<file path="config.mk">
export PLATFORM = sky130hd
export DESIGN_NAME = rsq_top
export DESIGN_NICKNAME = d
export VERILOG_FILES = /design/src/core/rsq_pkg.sv /design/src/core/rsq_sync3.sv /design/src/core/rsq_top.sv
export VERILOG_INCLUDE_DIRS = /design/src /design/src/core
export SDC_FILE = /design/constraint.sdc
export NUM_CORES = 1
export LEC_CHECK = 0
export BUFFER_PORTS_ARGS = -buffer_cell sky130_fd_sc_hd__buf_2
export CAP_MARGIN = 25
export CORE_MARGIN = 4
export CORE_UTILIZATION = 30
export DETAILED_ROUTE_END_ITERATION = 6
export PLACE_DENSITY = 0.44
export SLEW_MARGIN = 20
export SYNTH_ARGS = -nofsm -noshare
export SYNTH_HDL_FRONTEND = slang
export SYNTH_SLANG_ARGS = --single-unit
export TNS_END_PERCENT = 5
</file>
<file path="constraint.sdc">
create_clock -name clk_i -period 2.45 [get_ports clk_i]
set_input_delay 0.1225 -clock clk_i [delete_from_list [all_inputs] [get_ports clk_i]]
set_output_delay 0.1225 -clock clk_i [all_outputs]
set_load 0.01 [all_outputs]
</file>
<file path="src/core/rsq_consts.svh">
// constants for the reset sequencer; the rules below also cover the lock-change interrupt logic
// What this block does
// five events start reset: pin low, power-on, illegal access, watchdog, oscillator fail
// pin driven low 516 cycles after the event, 517 with sync latency
// reset entry taken on a clock edge; leaving reset needs the running clock
// after release wait 256 more cycles, then sample the pin
// vector: pin low gives por; else osc fail, else watchdog, else por
// internal reset held for 773 cycles, longer while pin held low
// oscillator loss or low frequency raises oscillator monitor reset
// watchdog timeout starts reset and marks watchdog pending
// power-on detector raises power-on reset
// lock-change flag set on every toggle of lock status not caused by a trim write
// lock-change flag cleared only by software writing one
// lock interrupt needs enable bit and processor mask bit clear
// board must let released pin rise within 256 cycles
// illegal-access flag set on access, cleared by writing one only
// trim register writes clear lock status without setting lock-change flag
// sampled pin passes a synchroniser before vector choice
`ifndef RSQ_CONSTS_SVH
`define RSQ_CONSTS_SVH
`define RSQ_DRIVE_CYC   10'h0204
`define RSQ_WAIT_CYC    10'h0100
`define RSQ_TOTAL_CYC   10'h0300
`define RSQ_CNT_W       10
`define RSQ_VEC_POR     2'h0
`define RSQ_VEC_OSC     2'h1
`define RSQ_VEC_WDG     2'h2
`endif

</file>
<file path="src/core/rsq_pkg.sv">
// types for the reset sequencer
package rsq_pkg;
  typedef enum logic [1:0] {
    RSQ_IDLE  = 2'b00,
    RSQ_DRIVE = 2'b01,
    RSQ_WAIT  = 2'b10,
    RSQ_HOLD  = 2'b11
  } rsq_state_t;

  typedef struct packed {
    logic pin_low;
    logic por;
    logic illegal;
    logic wdg;
    logic osc_fail;
  } rsq_src_t;

  typedef struct packed {
    rsq_state_t  st;
    logic [9:0]  cnt;
    logic        osc_pend;
    logic        wdg_pend;
    logic [1:0]  vec;
    logic        pin_oe;
    logic        core_rst;
    logic        ila_flag;
    logic        lock_st;
    logic        lock_prev;
    logic        lock_flag;
    logic        irq;
  } rsq_state_reg_t;
endpackage

</file>
<file path="src/core/rsq_sync3.sv">
// three-stage synchroniser with agreement filter for pin inputs
`timescale 1ns/1ps
`default_nettype none
module rsq_sync3 #(
  parameter logic RST_VAL = 1'b1
) (
  input  wire logic clk_i,
  input  wire logic rst_i,
  input  wire logic d_i,
  output logic      q_o
);
  logic [2:0] sh_q;
  logic       q_q;
  // stage 0 feeds only stage 1; output changes when stages 1 and 2 agree
  always_ff @(posedge clk_i)
  begin
    if (rst_i)
    begin
      sh_q <= {3{RST_VAL}};
      q_q  <= RST_VAL;
    end
    else
    begin
      sh_q <= {sh_q[1:0], d_i};
      if (sh_q[1] == sh_q[2])
        q_q <= sh_q[2];
    end
  end
  assign q_o = q_q;
endmodule
`default_nettype wire

</file>
<file path="src/core/rsq_top.sv">
// reset sequencer with vector choice and lock-change interrupt
`timescale 1ns/1ps
`default_nettype none
`include "rsq_consts.svh"
module rsq_top (
  input  wire logic            clk_i,
  input  wire logic            rst_i,
  input  wire rsq_pkg::rsq_src_t src_i,
  input  wire logic            pin_i,
  output logic                 pin_o,
  output logic                 pin_oe_o,
  output logic                 core_rst_o,
  output logic [1:0]           vec_o,
  input  wire logic            lock_det_i,
  input  wire logic            trim_wr_i,
  input  wire logic            lock_flag_clr_i,
  input  wire logic            ila_flag_clr_i,
  input  wire logic            lock_irq_enable_i,
  input  wire logic            ccr_imask_i,
  output logic                 freq_lock_status_o,
  output logic                 lock_change_flag_o,
  output logic                 illegal_access_flag_o,
  output logic                 lock_irq_o
);
  import rsq_pkg::*;

  rsq_state_reg_t s_q;
  rsq_state_reg_t s_d;
  logic           pin_s;
  logic           any_src;

  // the shared counter runs through drive and wait phases without wrapping
  if (`RSQ_DRIVE_CYC + `RSQ_WAIT_CYC >= (1 << `RSQ_CNT_W))
  begin : g_cnt_chk
    $error("sequence counter too narrow");
  end

  // pin level filtered before anything samples it
  rsq_sync3 #(.RST_VAL(1'b1)) u_pin_sync (
    .clk_i (clk_i),
    .rst_i (rst_i),
    .d_i   (pin_i),
    .q_o   (pin_s)
  );

  // any event starts the sequence; pin event taken after filtering
  assign any_src = src_i.por | src_i.illegal | src_i.wdg | src_i.osc_fail | ~pin_s;

  // next state of sequencer and flags
  always_comb
  begin
    s_d = s_q;
    case (s_q.st)
      RSQ_IDLE:
      begin
        if (any_src)
        begin
          s_d.st       = RSQ_DRIVE;
          s_d.cnt      = '0;
          s_d.pin_oe   = 1'b1;
          s_d.core_rst = 1'b1;
        end
      end
      RSQ_DRIVE:
      begin
        s_d.cnt = s_q.cnt + 10'h0001;
        if (s_q.cnt == `RSQ_DRIVE_CYC - 10'h0001)
        begin
          s_d.pin_oe = 1'b0;
          s_d.st     = RSQ_WAIT;
        end
      end
      RSQ_WAIT:
      begin
        s_d.cnt = s_q.cnt + 10'h0001;
        if (s_q.cnt == `RSQ_DRIVE_CYC + `RSQ_WAIT_CYC - 10'h0001)
        begin
          s_d.st = RSQ_HOLD;
          if (!pin_s)
            s_d.vec = `RSQ_VEC_POR;
          else if (s_q.osc_pend)
            s_d.vec = `RSQ_VEC_OSC;
          else if (s_q.wdg_pend)
            s_d.vec = `RSQ_VEC_WDG;
          else
            s_d.vec = `RSQ_VEC_POR;
        end
      end
      RSQ_HOLD:
      begin
        // external low drive stretches the internal reset
        if (pin_s)
        begin
          s_d.core_rst = 1'b0;
          s_d.osc_pend = 1'b0;
          s_d.wdg_pend = 1'b0;
          s_d.st       = RSQ_IDLE;
        end
      end
      default:
        s_d.st = RSQ_IDLE;
    endcase
    // new non-pin events in the wait or hold phase restart the drive phase
    if (s_q.st != RSQ_IDLE && s_q.st != RSQ_DRIVE && (src_i.por | src_i.illegal | src_i.wdg | src_i.osc_fail))
    begin
      s_d.st       = RSQ_DRIVE;
      s_d.cnt      = '0;
      s_d.pin_oe   = 1'b1;
      s_d.core_rst = 1'b1;
    end
    if (src_i.osc_fail)
      s_d.osc_pend = 1'b1;
    if (src_i.wdg)
      s_d.wdg_pend = 1'b1;
    // illegal-access flag: set beats clear
    if (ila_flag_clr_i)
      s_d.ila_flag = 1'b0;
    if (src_i.illegal)
      s_d.ila_flag = 1'b1;
    // lock status: trim write forces unlocked, edge detect excludes it
    s_d.lock_st = trim_wr_i ? 1'b0 : lock_det_i;
    s_d.lock_prev = s_d.lock_st;
    if (lock_flag_clr_i)
      s_d.lock_flag = 1'b0;
    if (!trim_wr_i && (lock_det_i != s_q.lock_prev))
      s_d.lock_flag = 1'b1;
    s_d.irq = s_d.lock_flag & lock_irq_enable_i & ~ccr_imask_i;
  end

  // state register; reset clears flags and pendings and starts the sequencer in the drive phase
  always_ff @(posedge clk_i)
  begin
    if (rst_i)
    begin
      s_q          <= '0;
      s_q.st       <= RSQ_DRIVE;
      s_q.pin_oe   <= 1'b1;
      s_q.core_rst <= 1'b1;
      s_q.vec      <= `RSQ_VEC_POR;
    end
    else
      s_q <= s_d;
  end

  assign pin_o                 = 1'b0;
  assign pin_oe_o              = s_q.pin_oe;
  assign core_rst_o            = s_q.core_rst;
  assign vec_o                 = s_q.vec;
  assign freq_lock_status_o    = s_q.lock_st;
  assign lock_change_flag_o    = s_q.lock_flag;
  assign illegal_access_flag_o = s_q.ila_flag;
  assign lock_irq_o            = s_q.irq;

  // drive phase length checked with a helper counter
  logic [10:0] oe_run_q;
  always_ff @(posedge clk_i)
  begin
    if (rst_i)
      oe_run_q <= '0;
    else if (s_q.pin_oe && s_q.cnt != 10'h0000)
      oe_run_q <= oe_run_q + 11'h001;
    else
      oe_run_q <= '0;
  end

  AST_DRIVE_LEN: assert property (@(posedge clk_i) disable iff (rst_i)
    oe_run_q <= `RSQ_DRIVE_CYC) else $error("reset pin drive too long");
  AST_RELEASE: assert property (@(posedge clk_i) disable iff (rst_i)
    (s_q.st == RSQ_DRIVE && s_q.cnt == `RSQ_DRIVE_CYC - 10'h0001) |=> !pin_oe_o) else $error("pin not released");
  AST_RESTART: assert property (@(posedge clk_i) disable iff (rst_i)
    ((s_q.st == RSQ_WAIT || s_q.st == RSQ_HOLD) && (src_i.por || src_i.illegal || src_i.wdg || src_i.osc_fail))
    |=> (s_q.st == RSQ_DRIVE && s_q.cnt == '0 && pin_oe_o)) else $error("late event did not restart drive");
  AST_START: assert property (@(posedge clk_i) disable iff (rst_i)
    (s_q.st == RSQ_IDLE && any_src) |=> (pin_oe_o && core_rst_o)) else $error("reset not started");
  AST_CORE_HELD: assert property (@(posedge clk_i) disable iff (rst_i)
    (s_q.st != RSQ_IDLE) |-> core_rst_o) else $error("core reset dropped early");
  AST_HOLD_PIN: assert property (@(posedge clk_i) disable iff (rst_i)
    (s_q.st == RSQ_HOLD && !pin_s) |=> core_rst_o) else $error("core reset ended while pin low");
  // vector choice at the sampling point
  AST_VEC_OSC: assert property (@(posedge clk_i) disable iff (rst_i)
    (s_q.st == RSQ_WAIT && s_q.cnt == `RSQ_DRIVE_CYC + `RSQ_WAIT_CYC - 10'h0001 && pin_s && s_q.osc_pend)
    |=> vec_o == `RSQ_VEC_OSC) else $error("oscillator vector wrong");
  AST_VEC_WDG: assert property (@(posedge clk_i) disable iff (rst_i)
    (s_q.st == RSQ_WAIT && s_q.cnt == `RSQ_DRIVE_CYC + `RSQ_WAIT_CYC - 10'h0001 && pin_s && !s_q.osc_pend &&
     s_q.wdg_pend) |=> vec_o == `RSQ_VEC_WDG) else $error("watchdog vector wrong");
  AST_VEC_PIN: assert property (@(posedge clk_i) disable iff (rst_i)
    (s_q.st == RSQ_WAIT && s_q.cnt == `RSQ_DRIVE_CYC + `RSQ_WAIT_CYC - 10'h0001 && !pin_s)
    |=> vec_o == `RSQ_VEC_POR) else $error("pin-low vector wrong");
  // sampling point sits a full wait phase after release
  AST_WAIT_LEN: assert property (@(posedge clk_i) disable iff (rst_i)
    (s_q.st == RSQ_HOLD) |-> s_q.cnt == `RSQ_DRIVE_CYC + `RSQ_WAIT_CYC) else $error("pin sampled at wrong time");
  AST_SEQ_LEN: assert property (@(posedge clk_i) disable iff (rst_i)
    (s_q.st == RSQ_HOLD) |-> s_q.cnt >= `RSQ_TOTAL_CYC) else $error("sequence shorter than minimum");
  AST_WDG_PEND: assert property (@(posedge clk_i) disable iff (rst_i)
    src_i.wdg |=> s_q.wdg_pend) else $error("watchdog pending not marked");
  AST_LOCK_SET: assert property (@(posedge clk_i) disable iff (rst_i)
    (!trim_wr_i && lock_det_i != s_q.lock_prev) |=> lock_change_flag_o) else $error("lock flag not set");
  AST_LOCK_CLR: assert property (@(posedge clk_i) disable iff (rst_i)
    (!lock_flag_clr_i && lock_change_flag_o) |=> lock_change_flag_o) else $error("lock flag lost");
  AST_TRIM: assert property (@(posedge clk_i) disable iff (rst_i)
    trim_wr_i |=> !freq_lock_status_o) else $error("trim write left lock set");
  AST_IRQ: assert property (@(posedge clk_i) disable iff (rst_i)
    lock_irq_o |-> $past(lock_irq_enable_i) && !$past(ccr_imask_i)) else $error("irq without enable");
  AST_ILA: assert property (@(posedge clk_i) disable iff (rst_i)
    src_i.illegal |=> illegal_access_flag_o) else $error("illegal flag not set");
  // flag, pending and interrupt checks
  AST_ILA_KEEP: assert property (@(posedge clk_i) disable iff (rst_i)
    (!ila_flag_clr_i && illegal_access_flag_o) |=> illegal_access_flag_o) else $error("illegal flag lost");
  AST_TRIM_FLAG: assert property (@(posedge clk_i) disable iff (rst_i)
    (trim_wr_i && !lock_change_flag_o) |=> !lock_change_flag_o) else $error("trim write set lock flag");
  AST_OSC_PEND: assert property (@(posedge clk_i) disable iff (rst_i)
    src_i.osc_fail |=> s_q.osc_pend) else $error("oscillator pending not marked");
  AST_IRQ_SET: assert property (@(posedge clk_i) disable iff (rst_i)
    (lock_change_flag_o && !lock_flag_clr_i && lock_irq_enable_i && !ccr_imask_i) |=> lock_irq_o)
    else $error("enabled irq missing");

  COV_SEQ: cover property (@(posedge clk_i) disable iff (rst_i) s_q.st == RSQ_HOLD ##1 s_q.st == RSQ_IDLE);
  COV_WDG: cover property (@(posedge clk_i) disable iff (rst_i) s_q.st == RSQ_HOLD && vec_o == `RSQ_VEC_WDG);
  COV_IRQ: cover property (@(posedge clk_i) disable iff (rst_i) lock_irq_o);
  // coverage of the remaining vector and stretched reset
  COV_OSC: cover property (@(posedge clk_i) disable iff (rst_i) s_q.st == RSQ_HOLD && vec_o == `RSQ_VEC_OSC);
  COV_EXT: cover property (@(posedge clk_i) disable iff (rst_i) s_q.st == RSQ_HOLD && !pin_s);
endmodule
`default_nettype wire

</file>
== Yosys cells after proc, flatten, opt, wreduce, memory -nomap -nowiden ==
Index checks and enable logic that the tools add are counted.
Widths: inputs -> output; s select.
Cells by class
  reductions and logical operators: 24
  bitwise logic cells: 8
  muxes and demuxes: 21
  equality and inequality tests: 12
  $add $sub $neg: 1
Operators with widths (count)
  $eq 10x10->1 const B: 2
  $pmux 10 s2: 1
  $reduce_bool 2->1: 9
  $mux 2: 8
  $mux 12: 1
  $add 10x1->10 const B: 1
  $mux 1: 8
  $pmux 2 s4: 1
  $reduce_and 2->1: 4
  $ne 2x2->1 const B: 3
  $reduce_and 3->1: 2
  $reduce_or 2->1: 3
  $eq 2x2->1 const B: 2
  $ne 2x1->1 const B: 2
  $or 1x1->1: 4
  $pmux 1 s2: 2
  $reduce_and 4->1: 1
  $logic_and 1x1->1: 3
  $and 1x1->1: 2
  $eq 2x1->1 const B: 1
  $logic_not 2->1: 1
  $not 1->1: 2
  $eq 1x1->1: 1
  $logic_not 1->1: 1
  $ne 1x1->1: 1
Storage, ports and cells
  word-level logic and storage cells: 79
  output and inout bits: 9
  flip-flop bits (word level): 26
  input bits: 14

== Depth between registers and ports, before layout ==
  depth in word-level cells: 6
  mapped depth: 7
  mapped depth without buffers: 6

== Cells and area by module ==
A second synthesis with hierarchy kept.
Unflattened totals
  cell total of the unflattened synthesis: 140
  area total of the unflattened synthesis: 1306.3 um^2
Modules (own cells, without submodules)
  rsq_top: cells an instance 130, times used 1, seq. area each 440.4 um^2, area each 1191.1 um^2
  rsq_sync3: cells an instance 10, times used 1, seq. area each 80.1 um^2, area each 115.1 um^2

== Least setup slack after synthesis ==
OpenSTA, ideal clock, no wires.
  path kind: flip-flop to flip-flop
  start: register s_q[21] (netlist bit)
  end: register s_q[19] (netlist bit)
  data arrival time: 1.674 ns
  data required time: 2.384 ns
  cell stages (with the launch flop): 7
  buffers on the path: 0
  clock period less this slack: 1.740 ns
  path slack: 0.710 ns
  setup time: 0.066 ns
  path through: dfxtp_1 inv_1 ha_1 or2_2 o21ai_1 or4_1 a21oi_2
Between the ends
  word-level cells in the longest chain between the ends: 4
  elaborated cells between the ends (all ways): 13
  those cells by class: eq/ne: 4; mux: 1; reduce/logical: 8
Ends and longest elaborated chain
  from (decl): line rsq_top.sv:27  | rsq_state_reg_t s_q;
  $eq 2x2->1 (tied with other cells): line rsq_top.sv:53  | case (s_q.st)
  $reduce_or 2->1 (no source line) / $logic_and 1x1->1 (equally long branches)
  $reduce_bool 2->1 (no source line) / $logic_and 1x1->1 (equally long branches)
  $reduce_and 2->1 (no source line) / $reduce_or 2->1 (equally long branches)
Several ways; a longest one is shown, not always the timed one.
A chain may end at the register's enable or synchronous reset.

== Worst setup path after layout ==
  start: register s_q[22] (netlist bit)
  end: register s_q[19] (netlist bit)
The elaborated chain is that of the path after synthesis.

==> run_results.csv <==
group,metric,value,unit
setup_path,required,2.66,ns
cts,postCtsSetupRepairBufs,0,
timing,skew,0.00606,ns
routing,antenna_left,0,
placed_design,gp_congestion,0.758,
die,die_w,74.5,um
timing,max_slew_margin,47.3,%
placed_design,port_buffers,20,
die,num_io_pins,23,
cts,cts_root_buffer,"clkbuf_8",
die,core,0.00414,sq mm
setup_path,cp_slowest_stage_delay,0.56,ns
setup_path,critPathTopFamily,"simple AND/OR/NAND/NOR gates",
grt,top_usage_layer,"met2",
cells_and_area,nets,189,
cts,post_cts_resized,0,
timing,hold_viol,0,
timing,post-route-period-util,81.3,%
cts,htree_levels,1,
grt,grt_usage,10.9,%
grt,antenna_found_initial,0,
cells_and_area,fill_cells,446,
timing,finalMaxSlewViolations,0,
setup_path,slowest_stage,"or4_1",
synthesis,synth.avg_cell_area,8.79,sq um
timing,final.min_clock_period,1.99,ns
synthesis,synth-edff-count,0,
outcome,status,"finished, final reports clean",
placed_design,dp_hpwl,2.18,mm
power_and_ir_drop,ir_drop,0.398,mV
setup_path,regToRegEndpoint,"s_q[19]$_SDFFE_PP0P_",
grt,grt_pass1_vias,1009,
cts,clkSinkCount,26,
synthesis,syn-cell-area,0.00133,sq mm
routing,drt-initial-drc-count,70,
timing,grt_setup_unrepaired,"no",
setup_path,worstRegToRegCells,6,
die,fp.dieH,74.5,um
setup_path,crit_type,"reg -> reg",
grt,grt_pass1_wl,4.74,mm
routing,wl_per_cell,13.1,um
setup_path,cp-start-kind,"flip-flop",
routing,vias,1078,
synthesis,ys_ff_latch,26,
cells_and_area,antenna_cells,0,
setup_path,end_kind,"flip-flop",
setup_path,critical_path_buf_inv_count,1,
setup_path,arrival,2.21,ns
hold_path,whs_path_depth,2,
power_and_ir_drop,p_per_area,699,mW/mm^2
synthesis,synthArstFlopShare,0,%
cells_and_area,multi_input_area,729,sq um
routing,routed_wl,2.86,mm
setup_path,r2r_setup_slack,0.46,ns
routing,viasPerCell,4.92,
hold_path,holdPathEnd,"s_q[2]$_SDFF_PP0_",
grt,grt_max_degree,15,
hold_path,hold_start,"trim_wr_i",
grt,grt_overflow,0,
synthesis,synth.distinct_cells,42,
timing,setup_tns,0,ns
hold_path,hold_path.class,"in -> reg",
synthesis,synth-main-ff-cell,"dfxtp_1",
grt,grt_util_met2,17.4,%
setup_path,crit_start,"s_q[22]$_SDFFE_PP0P_",
cells_and_area,register_area,520,sq um
synthesis,yosys_warnings,0,
cells_and_area,area_delta_synth_final,13.7,%
cts,clk_pin_slew,0.09,ns
cts,cts_tree,"yes",
setup_path,path_max_fanout,7,
timing,max_freq,0.502,GHz
job,drv_cap,0,
routing,drcViolationCount,0,
synthesis,ys_seq_area_share,39.2,%
routing,drt_first_pass_iters,4,
cells_and_area,drive_gt1_share,24.3,%
cts,insertion_delay,0.27,ns
timing,fin_hold_ws,0.0154,ns
cells_and_area,fin_cells,219,
cts,clockBufferDepth,2,
synthesis,syn-num-nets,170,
grt,use_met3,2.84,%
power_and_ir_drop,leakagePower,0.000584,uW
cts,ctsHoldBuffers,0,
die,die-area,0.00555,sq mm
setup_path,path_cells,"inv_1 > ha_1 > or2_2 > o21ai_1 > or4_1 > a21oi_2",
timing,setup_viol,0,
placed_design,dp.cells,215,
cts,cts_made_buffers,3,
die,rows,23,
grt,met1_usage,15.2,%
synthesis,synthCells,151,
timing,tightestPinTransition,0.785,ns
setup_path,reg2reg_from,"s_q[22]$_SDFFE_PP0P_",
die,initial_core_util,32.0,%
[worst register-to-register path, stage by stage (launching register included)]
cell and delay [ns]:
dfxtp_1 0.39, inv_1 0.08, ha_1 0.42, or2_2 0.17, o21ai_1 0.18, or4_1 0.56
a21oi_2 0.14
[cells in the final DEF, fill, tap and decap left out, types with 2 or more instances in the layout]
cell	instances
dfxtp_1	26
buf_2	20
a21oi_1	13
nor2_1	13
nand2_1	13
inv_1	11
or2_2	5
ha_1	5
o31ai_1	4
or4_1	4
a21oi_2	4
o21ai_0	4
clkbuf_8	4
xnor2_1	3
and2_1	3
nand4_1	3
nand3_1	3
nor3b_1	2
nor4_2	2
or3_1	2
a211oi_1	2
nor2b_1	2
a31oi_1	2
mux2i_1	2
[flip-flops by register name, indices dropped and copies added (netlist names)]
register	flops
s_q	15
u_pin_sync.sh_q	3
vec_o	2
core_rst_o	1
illegal_access_flag_o	1
lock_change_flag_o	1
lock_irq_o	1
pin_oe_o	1
u_pin_sync.q_o	1
[cell type report]
class / count / area share [%]
Multi-Input combinational cell: 108 / 48.3
Sequential cell: 26 / 34.5
Tap cell: 50 / 4.15
Clock buffer: 4 / 3.65
Inverter: 11 / 2.74
Timing Repair Buffer: 20 / 6.63
[power by group]
group	internal, uW	switching (uW)	total (uW)
registers	464	35.1	499
clock network	144	134	278
logic	115	163	279
total	723	333	1060
[through the flow]
| step | util (%) | power, uW | worst slack [ns] | area, sq um |
|---|---|---|---|---|
| after global routing | 36.4 | 1120 | 0.342 | 1510 |
| after detailed placement | 35.1 | 787 | 0.469 | 1450 |
| after global placement | 35.1 | 781 | 0.522 | 1450 |
| after floorplan | - | 706 | 0.710 | 1330 |
| after CTS | 36.4 | 1070 | 0.456 | 1510 |
| final | 36.4 | 1060 | 0.459 | 1510 |
[per-layer routing]
metal  up-vias  wire length (um)  share of wire, %
met2        12              1310                46
met1       494              1440                50
met3         2                89               3.1
met5         -                 0                 0
met4         0                19              0.66
li1        570                 -                 -
[Yosys cell counts (3+ instances only)]
cell type   n  area, sq um
dfxtp_1    26          521
a21oi_1    13         65.1
nand2_1    13         48.8
nor2_1     13         48.8
inv_1      11         41.3
ha_1        5         62.6
or2_2       5         31.3
a21oi_2     4         35.0
o21ai_0     4         20.0
o31ai_1     4         30.0
or4_1       4         30.0
and2_1      3         18.8
buf_4       3         22.5
nand3_1     3         15.0
nand4_1     3         18.8
xnor2_1     3         26.3
[cells by family after synthesis]
group	Yosys count	share of synthesized area, %
other cells	1	0.282
buf+inv	17	5.84
flops	26	39.2
xor+xnor	3	1.98
simple gates	60	27.4
compound gates	37	19.0
mux	2	1.51
fa+ha+maj	5	4.71
[worst max path at each step]
stage                                end  slack [ns]  depth (start not counted)
finish              s_q[19]$_SDFFE_PP0P_        0.46                          6
global route        s_q[20]$_SDFFE_PP0P_        0.34                          6
CTS                 s_q[19]$_SDFFE_PP0P_        0.46                          6
detailed placement  s_q[19]$_SDFFE_PP0P_        0.47                          6
global placement    s_q[19]$_SDFFE_PP0P_        0.52                          6
floorplan           s_q[19]$_SDFFE_PP0P_        0.71                          6
Power figures use the tool's default switching activity.
